<file path="src/sms_cfg.svh">
`ifndef SMS_CFG_SVH
`define SMS_CFG_SVH
`define SMS_RATIO_MSB 10
`define SMS_RATIO_LSB 8
`define SMS_FILT_MSB 7
`define SMS_FILT_LSB 5
`define SMS_RES_MSB 4
`define SMS_RES_LSB 3
`define SMS_OVS_MSB 2
`define SMS_OVS_LSB 0
`define SMS_CONV_MASK 16'h07ff
`define SMS_THR_MSB 12
`define SMS_THR_LSB 8
`define SMS_MODE_MSB 7
`define SMS_MODE_LSB 6
`define SMS_DLY_MSB 3
`define SMS_DLY_LSB 0
`define SMS_OPER_MASK 16'h1fcf
`define SMS_RESET_WORD 16'h0000
`define SMS_FIFO_DEPTH 32
`define SMS_CLK_HZ 10000000
`define SMS_BUSY_CYCLES 4
`endif

</file>
<file path="src/sms_pkg.sv">
`default_nettype none
package sms_pkg;
  typedef enum logic [1:0] {sms_fifo_off, sms_fifo_full, sms_fifo_update} sms_fifo_mode_t;
  typedef enum logic [2:0] {sms_idle, sms_wait, sms_conv_t, sms_conv_p, sms_store, sms_busy}
    sms_state_t;
endpackage
`default_nettype wire

</file>
<file path="src/sms_mem_if.sv">
`timescale 1ns/1ps
`default_nettype none
interface sms_mem_if #(parameter int AW = 5, parameter int DW = 48);
  logic we;
  logic [AW-1:0] waddr;
  logic [DW-1:0] wdata;
  logic [AW-1:0] raddr;
  logic [DW-1:0] rdata;
  modport ctrl (output we, output waddr, output wdata, output raddr, input rdata);
  modport mem (input we, input waddr, input wdata, input raddr, output rdata);
endinterface
`default_nettype wire

</file>
<file path="src/sms_pair_mem.sv">
`timescale 1ns/1ps
`default_nettype none
module sms_pair_mem #(
  parameter int AW = 5,
  parameter int DW = 48
) (
  input wire logic clk,
  sms_mem_if.mem port
);
  logic [DW-1:0] store [0:(1<<AW)-1];
  logic [DW-1:0] next_rdata;
  logic [DW-1:0] rdata_q;

  always_comb
  begin
    next_rdata = store[port.raddr];
  end

  always_ff @(posedge clk)
  begin
    if (port.we)
    begin
      store[port.waddr] <= port.wdata;
    end
    rdata_q <= next_rdata;
  end

  assign port.rdata = rdata_q;
endmodule
`default_nettype wire

</file>
<file path="src/sms_sequencer.sv">
`timescale 1ns/1ps
`default_nettype none
`include "sms_cfg.svh"
// Overview of operation
// RULE1 - Channel config: ratio 10:8, filter 7:5, resolution 4:3, oversampling 2:0.
// RULE2 - Ratio code: off,1,2,4,8,16, and 32 for codes six and seven.
// RULE3 - Filter code: off,2,4,8,16, then 32 for codes five to seven.
// RULE4 - Resolution: 24 bits, 16 bits, else 8 bits per read.
// RULE5 - Oversampling 0..6, code seven acts as six.
// RULE6 - Operation word: threshold 12:8, FIFO mode 7:6, delay 3:0.
// RULE7 - Delay code maps off,5ms..20s; thirteen and up give 60 s.
// RULE8 - Delay counts from end of one measurement to start of next.
// RULE9 - Nonzero delay starts auto mode unless both ratios off.
// RULE10 - Auto mode rejects start-conversion and write-config commands.
// RULE11 - Delay off stops triggers; running set finishes, counter resets.
// RULE12 - Channel converts when trigger count is multiple of its ratio.
// RULE13 - Pressure-only trigger stores latest temperature with it.
// RULE14 - Empty trigger still shows brief busy indication.
// RULE15 - FIFO mode: 0 off, 1 stop when full, 2/3 overwrite.
// RULE16 - Nonzero mode starts storage until mode written off.
// RULE17 - Threshold flag when unread count reaches 1..31; zero never.
// RULE18 - Filter: y = y - y/k + x/k.
// RULE19 - First result after enabling seeds filter; only off-on restarts.
// RULE20 - FIFO holds 32 pairs, first in first out.
// RULE21 - Stop mode accepts until 32 stored, then discards.
// RULE22 - Overwrite mode replaces oldest entries circularly.
// RULE23 - Read advances pointer at start of transfer.
// RULE24 - Mode off empties FIFO and resets pointers.
// RULE25 - Overwrite mode keeps at most 31 retrievable.
// RULE26 - Reset returns configuration to defaults.
// RULE27 - Reserved bits ignored on write, read as zero.
module sms_sequencer #(
  parameter int DW = 24,
  parameter int AW = 5,
  parameter int DELAY_SCALE = 1
) (
  input wire logic clk,
  input wire logic rst,
  input wire logic reset_cmd,
  input wire logic conv_wr,
  input wire logic [15:0] conv_wdata,
  output logic [15:0] pressure_setup,
  output logic [15:0] temperature_setup,
  input wire logic conv_sel_temp,
  input wire logic oper_wr,
  input wire logic [15:0] oper_wdata,
  output logic [15:0] operating_setup,
  input wire logic start_cmd,
  input wire logic start_temp,
  input wire logic start_press,
  output logic cmd_rejected,
  output logic auto_active,
  output logic adc_start,
  output logic adc_is_temp,
  output logic [2:0] oversampling_select,
  input wire logic adc_done,
  input wire logic [DW-1:0] adc_data,
  output logic [DW-1:0] press_result,
  output logic [DW-1:0] temp_result,
  output logic [1:0] press_res_code,
  output logic [1:0] temp_res_code,
  output logic busy,
  input wire logic fifo_rd,
  output logic fifo_rd_valid,
  output logic [DW-1:0] fifo_press,
  output logic [DW-1:0] fifo_temp,
  output logic [AW:0] fifo_count,
  output logic fifo_full_flag,
  output logic fifo_thr_flag
);
  localparam int DEPTH = `SMS_FIFO_DEPTH;
  localparam longint MS_CYC = longint'(`SMS_CLK_HZ) / 1000;

  ////////////////////////////////////////////////////////////////////////////
  function automatic logic [5:0] ratio_of(input logic [15:0] w); // RULE2
    logic [2:0] c;
    c = w[`SMS_RATIO_MSB:`SMS_RATIO_LSB];
    case (c)
      3'h0: ratio_of = 6'h00;
      3'h1: ratio_of = 6'h01;
      3'h2: ratio_of = 6'h02;
      3'h3: ratio_of = 6'h04;
      3'h4: ratio_of = 6'h08;
      3'h5: ratio_of = 6'h10;
      default: ratio_of = 6'h20;
    endcase
  endfunction

  function automatic logic [2:0] fshift(input logic [15:0] w); // RULE3
    logic [2:0] c;
    c = w[`SMS_FILT_MSB:`SMS_FILT_LSB];
    fshift = (c > 3'h5) ? 3'h5 : c;
  endfunction

  function automatic logic [DW-1:0] filt(input logic [DW-1:0] y, input logic [DW-1:0] x,
                                         input logic [2:0] s); // RULE18
    filt = y - (y >> s) + (x >> s);
  endfunction

  function automatic logic [39:0] delay_cycles(input logic [3:0] c); // RULE7
    logic [39:0] ms;
    case (c)
      4'h1: ms = 40'd5;
      4'h2: ms = 40'd10;
      4'h3: ms = 40'd20;
      4'h4: ms = 40'd50;
      4'h5: ms = 40'd100;
      4'h6: ms = 40'd200;
      4'h7: ms = 40'd500;
      4'h8: ms = 40'd1000;
      4'h9: ms = 40'd2000;
      4'ha: ms = 40'd5000;
      4'hb: ms = 40'd10000;
      4'hc: ms = 40'd20000;
      4'h0: ms = 40'd0;
      default: ms = 40'd60000;
    endcase
    delay_cycles = (ms * 40'(MS_CYC)) / 40'(DELAY_SCALE);
  endfunction

  ////////////////////////////////////////////////////////////////////////////
  logic [15:0] next_pressure_setup, next_temperature_setup, next_operating_setup;
  logic [1:0] mode;
  logic [3:0] dly;
  logic [4:0] thr;
  logic clr_cfg;

  assign clr_cfg = rst | reset_cmd; // RULE26
  assign mode = operating_setup[`SMS_MODE_MSB:`SMS_MODE_LSB];
  assign dly = operating_setup[`SMS_DLY_MSB:`SMS_DLY_LSB];
  assign thr = operating_setup[`SMS_THR_MSB:`SMS_THR_LSB];
  logic [2:0] ovs_code;
  assign ovs_code = adc_is_temp ? temperature_setup[`SMS_OVS_MSB:`SMS_OVS_LSB]
                                : pressure_setup[`SMS_OVS_MSB:`SMS_OVS_LSB];
  assign oversampling_select = (ovs_code == 3'h7) ? 3'h6 : ovs_code; // RULE5

  always_comb
  begin
    next_pressure_setup = pressure_setup;
    next_temperature_setup = temperature_setup;
    next_operating_setup = operating_setup;
    if (conv_wr && !auto_active) // RULE10
    begin
      if (conv_sel_temp)
        next_temperature_setup = conv_wdata & `SMS_CONV_MASK; // RULE1 RULE27
      else
        next_pressure_setup = conv_wdata & `SMS_CONV_MASK; // RULE1 RULE27
    end
    if (oper_wr)
      next_operating_setup = oper_wdata & `SMS_OPER_MASK; // RULE6 RULE27
  end

  always_ff @(posedge clk)
  begin
    if (clr_cfg)
    begin
      pressure_setup <= `SMS_RESET_WORD;
      temperature_setup <= `SMS_RESET_WORD;
      operating_setup <= `SMS_RESET_WORD;
    end
    else
    begin
      pressure_setup <= next_pressure_setup;
      temperature_setup <= next_temperature_setup;
      operating_setup <= next_operating_setup;
    end
  end

  assign press_res_code = pressure_setup[`SMS_RES_MSB:`SMS_RES_LSB]; // RULE4
  assign temp_res_code = temperature_setup[`SMS_RES_MSB:`SMS_RES_LSB]; // RULE4
  assign cmd_rejected = auto_active & (start_cmd | conv_wr); // RULE10

  ////////////////////////////////////////////////////////////////////////////
  // Sequencer: converts T first, then P, then stores a pair
  sms_pkg::sms_state_t state, next_state;
  logic [39:0] tmr, next_tmr;
  logic [5:0] trig, next_trig;
  logic want_t, want_p, next_want_t, next_want_p;
  logic next_auto, is_auto, next_is_auto, store_pulse;
  logic [2:0] bcnt, next_bcnt;
  logic [5:0] pr, tr;

  assign pr = ratio_of(pressure_setup);
  assign tr = ratio_of(temperature_setup);
  assign next_auto = (dly != 4'h0) && (pr != 6'h00 || tr != 6'h00); // RULE9
  assign busy = (state != sms_pkg::sms_idle) && (state != sms_pkg::sms_wait);
  assign adc_start = (state == sms_pkg::sms_conv_t || state == sms_pkg::sms_conv_p) && !adc_done
                     && (tmr == 40'd0);
  assign adc_is_temp = (state == sms_pkg::sms_conv_t);
  assign store_pulse = (state == sms_pkg::sms_store);

  always_comb
  begin
    next_state = state;
    next_tmr = tmr;
    next_trig = trig;
    next_want_t = want_t;
    next_want_p = want_p;
    next_is_auto = is_auto;
    next_bcnt = bcnt;
    case (state)
      sms_pkg::sms_idle:
      begin
        next_trig = 6'h00;
        if (next_auto)
        begin
          next_is_auto = 1'b1;
          next_want_t = (tr != 6'h00); // RULE12
          next_want_p = (pr != 6'h00);
          next_state = next_want_t ? sms_pkg::sms_conv_t : sms_pkg::sms_conv_p;
        end
        else if (start_cmd && (start_temp || start_press))
        begin
          next_is_auto = 1'b0;
          next_want_t = start_temp;
          next_want_p = start_press;
          next_state = start_temp ? sms_pkg::sms_conv_t : sms_pkg::sms_conv_p;
        end
      end
      sms_pkg::sms_conv_t:
      begin
        next_tmr = 40'd0;
        if (adc_done)
          next_state = want_p ? sms_pkg::sms_conv_p : sms_pkg::sms_store;
      end
      sms_pkg::sms_conv_p:
      begin
        next_tmr = 40'd0;
        if (adc_done)
          next_state = sms_pkg::sms_store;
      end
      sms_pkg::sms_store, sms_pkg::sms_busy:
      begin
        if (state == sms_pkg::sms_busy && bcnt != 3'h0)
          next_bcnt = bcnt - 3'h1; // RULE14
        else if (is_auto && dly != 4'h0)
        begin
          next_tmr = delay_cycles(dly); // RULE8
          next_state = sms_pkg::sms_wait;
        end
        else
          next_state = sms_pkg::sms_idle; // RULE11
      end
      sms_pkg::sms_wait:
      begin
        if (dly == 4'h0)
          next_state = sms_pkg::sms_idle; // RULE11
        else if (tmr > 40'd1)
          next_tmr = tmr - 40'd1;
        else
        begin
          next_trig = (trig == 6'h1f) ? 6'h00 : trig + 6'h01;
          next_want_t = (tr != 6'h00) && ((next_trig & (tr - 6'h01)) == 6'h00); // RULE12
          next_want_p = (pr != 6'h00) && ((next_trig & (pr - 6'h01)) == 6'h00); // RULE12
          next_bcnt = 3'(`SMS_BUSY_CYCLES);
          if (next_want_t)
            next_state = sms_pkg::sms_conv_t;
          else if (next_want_p)
            next_state = sms_pkg::sms_conv_p;
          else
            next_state = sms_pkg::sms_busy; // RULE14
        end
      end
      default: next_state = sms_pkg::sms_idle;
    endcase
  end

  always_ff @(posedge clk)
  begin
    if (rst || reset_cmd)
    begin
      state <= sms_pkg::sms_idle;
      tmr <= 40'd0;
      trig <= 6'h00;
      want_t <= 1'b0;
      want_p <= 1'b0;
      is_auto <= 1'b0;
      bcnt <= 3'h0;
    end
    else
    begin
      state <= next_state;
      tmr <= next_tmr;
      trig <= next_trig;
      want_t <= next_want_t;
      want_p <= next_want_p;
      is_auto <= next_is_auto;
      bcnt <= next_bcnt;
    end
  end

  // Active from the cycle the delay lands, so no config write slips in before the start
  assign auto_active = next_auto || (is_auto && state != sms_pkg::sms_idle); // RULE9 RULE10

  ////////////////////////////////////////////////////////////////////////////
  // Results and filter; seed flag drops whenever filter code reads off
  logic [DW-1:0] next_press_result, next_temp_result;
  logic p_seed, t_seed, next_p_seed, next_t_seed;
  logic [2:0] ps, ts;

  assign ps = fshift(pressure_setup);
  assign ts = fshift(temperature_setup);

  always_comb
  begin
    next_press_result = press_result;
    next_temp_result = temp_result;
    next_p_seed = (ps != 3'h0) & p_seed; // RULE19
    next_t_seed = (ts != 3'h0) & t_seed; // RULE19
    if (adc_done && state == sms_pkg::sms_conv_t)
    begin
      next_temp_result = (ts != 3'h0 && t_seed) ? filt(temp_result, adc_data, ts) : adc_data;
      next_t_seed = (ts != 3'h0);
    end
    if (adc_done && state == sms_pkg::sms_conv_p)
    begin
      next_press_result = (ps != 3'h0 && p_seed) ? filt(press_result, adc_data, ps) : adc_data;
      next_p_seed = (ps != 3'h0);
    end
  end

  always_ff @(posedge clk)
  begin
    if (rst)
    begin
      press_result <= '0;
      temp_result <= '0;
      p_seed <= 1'b0;
      t_seed <= 1'b0;
    end
    else
    begin
      press_result <= next_press_result;
      temp_result <= next_temp_result;
      p_seed <= next_p_seed;
      t_seed <= next_t_seed;
    end
  end

  ////////////////////////////////////////////////////////////////////////////
  // Pair FIFO; temp_result already holds the latest T for P-only triggers
  sms_mem_if #(.AW(AW), .DW(2*DW)) mif ();
  sms_pair_mem #(.AW(AW), .DW(2*DW)) u_mem (.clk(clk), .port(mif.mem));

  logic [AW-1:0] wp, rp, next_wp, next_rp;
  logic [AW:0] next_count;
  logic next_rd_valid, do_wr, do_rd, is_upd;

  assign is_upd = mode[1]; // RULE15
  assign do_rd = fifo_rd && fifo_count != '0;
  assign do_wr = store_pulse && mode != 2'h0 && (is_upd || fifo_count != (AW+1)'(DEPTH)); // RULE16 RULE21
  assign mif.we = do_wr;
  assign mif.waddr = wp;
  assign mif.wdata = {next_temp_result, next_press_result}; // RULE13
  assign mif.raddr = rp;
  assign {fifo_temp, fifo_press} = mif.rdata; // RULE20

  always_comb
  begin
    next_wp = wp;
    next_rp = rp;
    next_count = fifo_count;
    next_rd_valid = do_rd;
    if (do_rd)
    begin
      next_rp = rp + 1'b1; // RULE23
      next_count = next_count - 1'b1;
    end
    if (do_wr)
    begin
      next_wp = wp + 1'b1; // RULE22
      if (is_upd && fifo_count >= (AW+1)'(DEPTH - 1) && !do_rd)
        next_rp = rp + 1'b1; // RULE25
      else
        next_count = next_count + 1'b1;
    end
    if (mode == 2'h0)
    begin
      next_wp = '0; // RULE24
      next_rp = '0;
      next_count = '0;
    end
  end

  always_ff @(posedge clk)
  begin
    if (rst || reset_cmd)
    begin
      wp <= '0;
      rp <= '0;
      fifo_count <= '0;
      fifo_rd_valid <= 1'b0;
    end
    else
    begin
      wp <= next_wp;
      rp <= next_rp;
      fifo_count <= next_count;
      fifo_rd_valid <= next_rd_valid;
    end
  end

  assign fifo_full_flag = (fifo_count == (AW+1)'(DEPTH));
  assign fifo_thr_flag = (thr != 5'h00) && (fifo_count >= {1'b0, thr}); // RULE17
endmodule
`default_nettype wire

</file>
<file path="config.mk">
export PLATFORM = sky130hd
export DESIGN_NAME = sms_sequencer
export DESIGN_NICKNAME = d
export VERILOG_FILES = /design/src/sms_pkg.sv /design/src/sms_mem_if.sv /design/src/sms_pair_mem.sv /design/src/sms_sequencer.sv
export VERILOG_INCLUDE_DIRS = /design/src /design/src/src
export SDC_FILE = /design/constraint.sdc
export NUM_CORES = 2
export LEC_CHECK = 0
export ABC_AREA = 1
export BUFFER_PORTS_ARGS = -buffer_cell sky130_fd_sc_hd__buf_4
export CELL_PAD_IN_SITES_DETAIL_PLACEMENT = 1
export CELL_PAD_IN_SITES_GLOBAL_PLACEMENT = 1
export CORE_MARGIN = 2
export CORE_UTILIZATION = 54
export CTS_CLUSTER_DIAMETER = 50
export DETAILED_ROUTE_END_ITERATION = 12
export PLACE_DENSITY = 0.9
export SYNTH_ARGS = -nofsm -noshare
export SYNTH_HDL_FRONTEND = slang
export SYNTH_SLANG_ARGS = --single-unit
</file>
<file path="constraint.sdc">
create_clock -name clk -period 7.1 [get_ports clk]
set_input_delay 0.355 -clock clk [delete_from_list [all_inputs] [get_ports clk]]
set_output_delay 0.355 -clock clk [all_outputs]
set_load 0.005 [all_outputs]
</file>
# Word-level counts from Yosys, hierarchy flattened
# Memory sizes are Yosys's and may differ from the RTL's. A register that Yosys moved wholly into a read port is not among the register bits.
# Cells that the tools add are included.
dict set report classes {
  n_addsub 13
  multipliers 1
  magnitude_cmp 5
  n_eq_ne 30
  shifts 4
  mux 59
  n_bitwise 8
  reduce_logical 63
}
# op count
set op_table {}
lappend op_table {{$mux W40} 7}
lappend op_table {{$pmux W40 S3} 1}
lappend op_table {{$mux W24} 4}
lappend op_table {{$shr A24 B3 Y24} 4}
lappend op_table {{$pmux W6 S6} 2}
lappend op_table {{$mux W3} 17}
lappend op_table {{$add A24 B24 Y24} 2}
lappend op_table {{$sub A24 B24 Y24} 2}
lappend op_table {{$gt A40 B1 Y1 const B} 1}
lappend op_table {{$logic_not A40 Y1} 1}
lappend op_table {{$mul A40 B10 Y36 const B} 1}
lappend op_table {{$sub A40 B1 Y40 const B} 1}
lappend op_table {{$mux W6} 6}
lappend op_table {{$eq A3 B3 Y1 const B} 7}
lappend op_table {{$logic_and A1 B1 Y1} 21}
lappend op_table {{$eq A3 B2 Y1 const B} 6}
lappend op_table {{$reduce_bool A6 Y1} 3}
lappend op_table {{$sub A6 B1 Y6 const B} 3}
lappend op_table {{$mux W5} 3}
lappend op_table {{$pmux W3 S5} 1}
lappend op_table {{$reduce_bool A3 Y1} 5}
lappend op_table {{$ne A2 B2 Y1 const B} 7}
lappend op_table {{$mux W1} 13}
lappend op_table {{$add A6 B1 Y6 const B} 2}
lappend op_table {{other kinds (34)} 63}
dict set report word_totals {
  regBits 154
  mem_bits_rw 1536
  rom_bits 256
  input_bits 67
  wordCells 202
  memories 2
}
# name depth word_bits rd rd_clocked_by_memory_dff wr line_no
set mem_list {}
lappend mem_list {u_mem.store 32 48 1 1 1 sms_pair_mem.sv:10} ;# logic [DW-1:0] store [0:(1<<AW)-1];
lappend mem_list {{(name not given)} 16 16 1 1 0 sms_sequencer.sv:102} ;# case (c)

# Longest topological paths before layout
dict set report logic_depth {
  word_depth 11
  depth_mapped 27
  mapped_depth_nobuf 24
}

# Hierarchy
# A second synthesis with hierarchy kept.
dict set report unflattened {
  hier_cells 8236
  hier_area_um2 81396.8
}
# mod instances cells_per_inst area_per_inst_um2 seq_area_each_um2
set modules_own_cells {}
lappend modules_own_cells {sms_pair_mem 1 5279 62969.1 47085.2}
lappend modules_own_cells {sms_sequencer 1 2957 18427.7 3383.2}

# Least setup slack after synthesis
# OpenSTA, ideal clock, no wires.
dict set report synth_path {
  path_type {register to register}
  startpoint {register fifo_count[0]}
  endpoint {memory u_mem.store[31][0], enable pin}
  setup_ps 515
  arrival_time_ps 4457
  setup_slack_ps 2127
  stages_incl_launch_ff 11
  path_cell_list {dfxtp_1 -> inv_1 -> ha_1 -> inv_1 -> nor3_1 -> nand2_1 -> nor2_1 -> nand2_1 -> nand2_1 -> buf_2 -> nor3_1}
}
dict set report synth_between {
  elab_chain_len 5
}
# element line_no
set synth_rtl {}
lappend synth_rtl {{start, declared} sms_sequencer.sv:67} ;# output logic [AW:0] fifo_count,
lappend synth_rtl {{start signal, assigned} sms_sequencer.sv:398} ;# fifo_count <= next_count;
lappend synth_rtl {{$ne A6 B6 Y1} sms_sequencer.sv:351} ;# assign do_wr = store_pulse && mode != 2'h0 && (is_upd || fifo_count != (AW+1)'(DEPTH));
lappend synth_rtl {{$logic_or A1 B1 Y1} sms_sequencer.sv:351}
lappend synth_rtl {{$logic_and A1 B1 Y1} sms_sequencer.sv:351}
lappend synth_rtl {{$mux W1} sms_pair_mem.sv:21} ;# if (port.we)
lappend synth_rtl {{$mux W1 (not written as such)} sms_pair_mem.sv:23} ;# store[port.waddr] <= port.wdata;
lappend synth_rtl {{end, declared} sms_pair_mem.sv:10}
# Every way passes these cells.

# Worst setup path after layout
dict set report layout_path {
  startpoint {register temperature_setup[6]}
  endpoint {memory u_mem.store[8][39], data pin}
}
dict set report layout_between {
  elab_chain_len 7
}
# element line_no
set layout_rtl {}
lappend layout_rtl {{start, declared} sms_sequencer.sv:43} ;# output logic [15:0] temperature_setup,
lappend layout_rtl {{start signal, assigned} sms_sequencer.sv:158} ;# temperature_setup <= `SMS_RESET_WORD;
lappend layout_rtl {{start signal, assigned} sms_sequencer.sv:164} ;# temperature_setup <= next_temperature_setup;
lappend layout_rtl {{$gt A3 B3 Y1} sms_sequencer.sv:92} ;# fshift = (c > 3'h5) ? 3'h5 : c;
lappend layout_rtl {{$mux W3 (*)} sms_sequencer.sv:92}
lappend layout_rtl {{$shr A24 B3 Y24} sms_sequencer.sv:97} ;# filt = y - (y >> s) + (x >> s);
lappend layout_rtl {{$sub A24 B24 Y24} sms_sequencer.sv:97}
lappend layout_rtl {{$add A24 B24 Y24} sms_sequencer.sv:97}
lappend layout_rtl {{$mux W24 (*)} sms_sequencer.sv:312} ;# next_temp_result = (ts != 3'h0 && t_seed) ? filt(temp_result, adc_data, ts) : adc_data;
lappend layout_rtl {{$mux W24 (*)} sms_sequencer.sv:310} ;# if (adc_done && state == sms_pkg::sms_conv_t)
lappend layout_rtl {{via next_temp_result[15]} sms_sequencer.sv:297} ;# logic [DW-1:0] next_press_result, next_temp_result;
# Mark *: on every way through the listed nets, which the timed path passes. The rest lies on a longest branch.

==> run summary <==
The first global-routing pass estimated 447800 µm of wire. The worst setup path is of the reg -> reg kind. The horizontal die dimension was 385.2 µm. In the final layout, the share of cells above drive strength 1 is 9.164%. The summed instance area of the synthesized netlist is 78470 µm². TritonCTS built the clock tree. The final setup violation count is 0. Synthesis produced 7253 cells. The logs give 68329 for the via count of the first global-routing pass and 0.0002348 V for the largest voltage drop on the vdd net.

After synthesis, flip-flops and latches occupy 64.32% of the total area. With fillers left out, the area of the finished cells amounts to 88400 µm². In this run the cell area measured after placement is 81990 µm². After detailed routing, the average wire length per cell comes to 32.89 µm.

The height of the die is 385.2 µm. Clock-pin slew was measured on the worst setup and hold paths at 0.07 ns. The run gives 144000 µm² as the floorplan core area.

For this run the aggregate overflow at the end of global routing stands at 0. The clock net in this run drives a total of 1753 sinks. Once the floorplan was initialized, standard cells occupied 54.49% of the core. The die area is 148400 µm². The checks that failed: capacitance limit, slew limit.

Data arrival time at the worst-slack endpoint: 6.33 ns. For this run, the number of Yosys warnings is 0. Placer's final routability congestion estimate: 0.9081.

The number of maximum-capacitance violations came out at 1. The mean instance size in the synthesized netlist was 10.82 µm²; the number of search-and-repair iterations in the first detailed-routing pass was 6. The detail route stage leaves a number of antenna-violating nets equal to 0. The cell sitting at the root of the clock tree is a sky130_fd_sc_hd__clkbuf_16. In the synthesized netlist the async set-or-reset flop fraction comes to 0%. The worst path needs 6.102 ns of the cycle, external delays included. The tools report the number of antenna violations at the first check in global routing as 11. For this block, the via count after detailed routing is 66053.

The row count came out at 139. Fraction of synthesized cell area taken by the top area cell type: 58.78%. After synthesis, the cell types taking the most area are sky130_fd_sc_hd__edfxtp_1, sky130_fd_sc_hd__o21ai_0, sky130_fd_sc_hd__dfxtp_1, sky130_fd_sc_hd__nand2_1, sky130_fd_sc_hd__nor2_1. The synthesized design spends more area on one cell type than any other, namely sky130_fd_sc_hd__edfxtp_1.

The type of element capturing the critical path is a flip-flop. Library cell with the highest instance count after synthesis: sky130_fd_sc_hd__edfxtp_1. In this run the tightest slew margin relative to its limit is -0.3116%.

Most used flip-flop cell after synthesis: sky130_fd_sc_hd__edfxtp_1. Setup repair after global routing left no endpoint under its margin. The number of distinct standard cells referenced by the synthesized netlist is 54, and the number of fill cells in the layout is 14790. The run gives 0.02316 W as the total power draw. The number of enable-type register cells in the synthesized netlist came out at 1536. The worst setup path is launched from a flip-flop.

After routing, the total negative slack on setup checks comes to 0 ns. In this run, CTS created clock tree buffers numbering 186. The largest net degree at the start of global routing was 238; the total DRC errors in the routed layout was 0. Insertion delay to the later sink of the worst-skew pair: 0.86 ns. The tightest min-delay check is of the in -> reg type. The clock tree synthesis step divided the H-tree into 4 levels.

For this design the ratio of total power to cell area is 262.0 nW/µm². The sum of net half-perimeters after detailed placement was 163900 µm; the leakage power was 32.94 nW. The worst clock skew was 0.07294 ns; the detailed-route wire length was 310600 µm. Synthesis inferred 1753 register bits. Global routing consumed, over all layers together, 41.08% of the routing resources. Post-layout net count: 7670. In this run the deepest clock path goes through 3 buffers. Static timing analysis puts the maximum clock frequency at 0.1639 GHz. Post-CTS repair changed the size of 0 cells. After synthesis, the most frequently instantiated cells are sky130_fd_sc_hd__edfxtp_1, sky130_fd_sc_hd__nand2_1, sky130_fd_sc_hd__nor2_1, sky130_fd_sc_hd__o21ai_0, sky130_fd_sc_hd__inv_1.

For the number of pins with negative max-slew slack in the final report, the log shows 24. For this design the top-level I/O count stands at 232. The final critical path takes up 85.95% of the cycle. The area growth from synthesis to layout is 12.65%. The endpoint required time on the critical path was 7.33 ns; the via density per instance was 6.994. Buffers placed on the I/O ports in this run total 206.

The maximum fanout encountered on the critical timing path came out at 32. The run finished, with violations left. For the pin with the worst max-slew slack, the measured transition is 1.501 ns.

The detailed router finished its first iteration with 10404 violations. The tools report the number of hold violations in the final report as 0.
sequential cells by signal, indices dropped and copies added (netlist names), 3 cells and up, named ones only:
name	count
bcnt	3
fifo_count	6
mif.raddr	5
mif.waddr	5
operating_setup	11
press_result	24
pressure_setup	11
state	3
temp_result	24
temperature_setup	11
tmr	40
trig	6
u_mem.port.rdata	48
u_mem.store	1536
cell type report:
cell class,count,area [µm²],area share (%)
Multi-Input combinational cell,4660,25000,28.28
Antenna cell,1,2.502,0.002831
Clock buffer,229,4877,5.517
Clock inverter,119,1139,1.288
Inverter,422,1613,1.824
Tap cell,1903,2381,2.694
Sequential cell,1753,50490,57.11
Timing Repair Buffer,357,2898,3.278
report_power, final:
part           internal, W  total (W)  leakage (nW)  switching (W)
Combinational     0.000627    0.00203          13.9        0.00140
Clock              0.00531    0.00990          2.92        0.00460
Sequential          0.0112     0.0112          16.1      0.0000495
Total               0.0171     0.0232          32.9        0.00604
cell families after synthesis:
kind of cell               Yosys count  share of synthesized area [%]
adders and majority gates          223                          4.321
muxes                                4                        0.05103
DFF                               1753                          64.32
other                                1                       0.004779
and+or+nand+nor                   2423                          12.31
AOI/OAI and AO/OA                 1973                          14.44
buffers and inverters              854                          4.305
xor gates and xnor gates            22                         0.2456
path summary, 6_finish.rpt:
kind	startpoint	end	slack [ns]	cells after the start
setup reg to reg	temperature_setup[6]$_SDFFE_PP0P_	u_mem.store[8][39]$_DFFE_PP_	1.0	15
setup / recovery	temperature_setup[6]$_SDFFE_PP0P_	u_mem.store[8][39]$_DFFE_PP_	1.0	15
hold / removal	adc_data[16]	temp_result[16]$_SDFF_PP0_	0.04	5
hold reg to reg	p_seed$_SDFF_PP0_	p_seed$_SDFF_PP0_	0.49	2
layout by cell type (no fill, tap or decap), drive strengths merged, types with 37 or more instances in the layout:
| cell | n |
|---|---|
| inv | 438 |
| o221ai | 202 |
| dlygate4sd3 | 37 |
| clkinv | 86 |
| o22ai | 351 |
| nor3 | 41 |
| ha | 143 |
| dfxtp | 217 |
| buf | 320 |
| nand2 | 1093 |
| nor2 | 1010 |
| edfxtp | 1536 |
| o21ai | 943 |
| a21oi | 391 |
| nand3 | 195 |
| clkbuf | 229 |
| fa | 80 |
| nand4 | 50 |
timing repair:
action	in CTS	in global routing
hold endpoints to repair	37	0
buffers inserted	0	0
hold buffers	37	0
metrics by stage:
stage	utilization [%]	hold slack (ns)	cells	setup slack [ns]
floorplan	-	0.4397	7267	2.127
global route	61.38	0.07657	9443	0.7908
global placement	56.94	0.4535	9057	1.576
finish	61.39	0.03695	9444	0.9975
detailed placement	56.94	0.4805	9057	1.304
CTS	61.37	0.01132	9442	1.277
routing by layer:
| layer | wire length [µm] | global-route usage (%) | up-vias |
|---|---|---|---|
| met3 | 38070 | 9.240 | 1809 |
| met2 | 143000 | 65.77 | 5857 |
| met4 | 27030 | 29.78 | 10 |
| li1 | - | - | 26287 |
| met5 | 94 | 0 | - |
| met1 | 102400 | 49.06 | 32090 |
critical path, cell delays in order, from the launching register on:
cell	delay, ns
sky130_fd_sc_hd__dfxtp_1	0.45
sky130_fd_sc_hd__nor2_1	0.97
sky130_fd_sc_hd__inv_1	0.55
sky130_fd_sc_hd__o221ai_1	0.41
sky130_fd_sc_hd__fa_1	0.49
sky130_fd_sc_hd__ha_1	0.38
sky130_fd_sc_hd__a21oi_1	0.26
sky130_fd_sc_hd__nand2_1	0.19
sky130_fd_sc_hd__nand2_1	0.15
sky130_fd_sc_hd__nand2_1	0.14
sky130_fd_sc_hd__nand3_1	0.10
sky130_fd_sc_hd__nand2_1	0.06
sky130_fd_sc_hd__nand2_1	0.06
sky130_fd_sc_hd__nand2_1	0.04
sky130_fd_sc_hd__o21ai_0	0.31
sky130_fd_sc_hd__nand2_1	0.91
No activity file was read; power rests on OpenSTA's default activity.
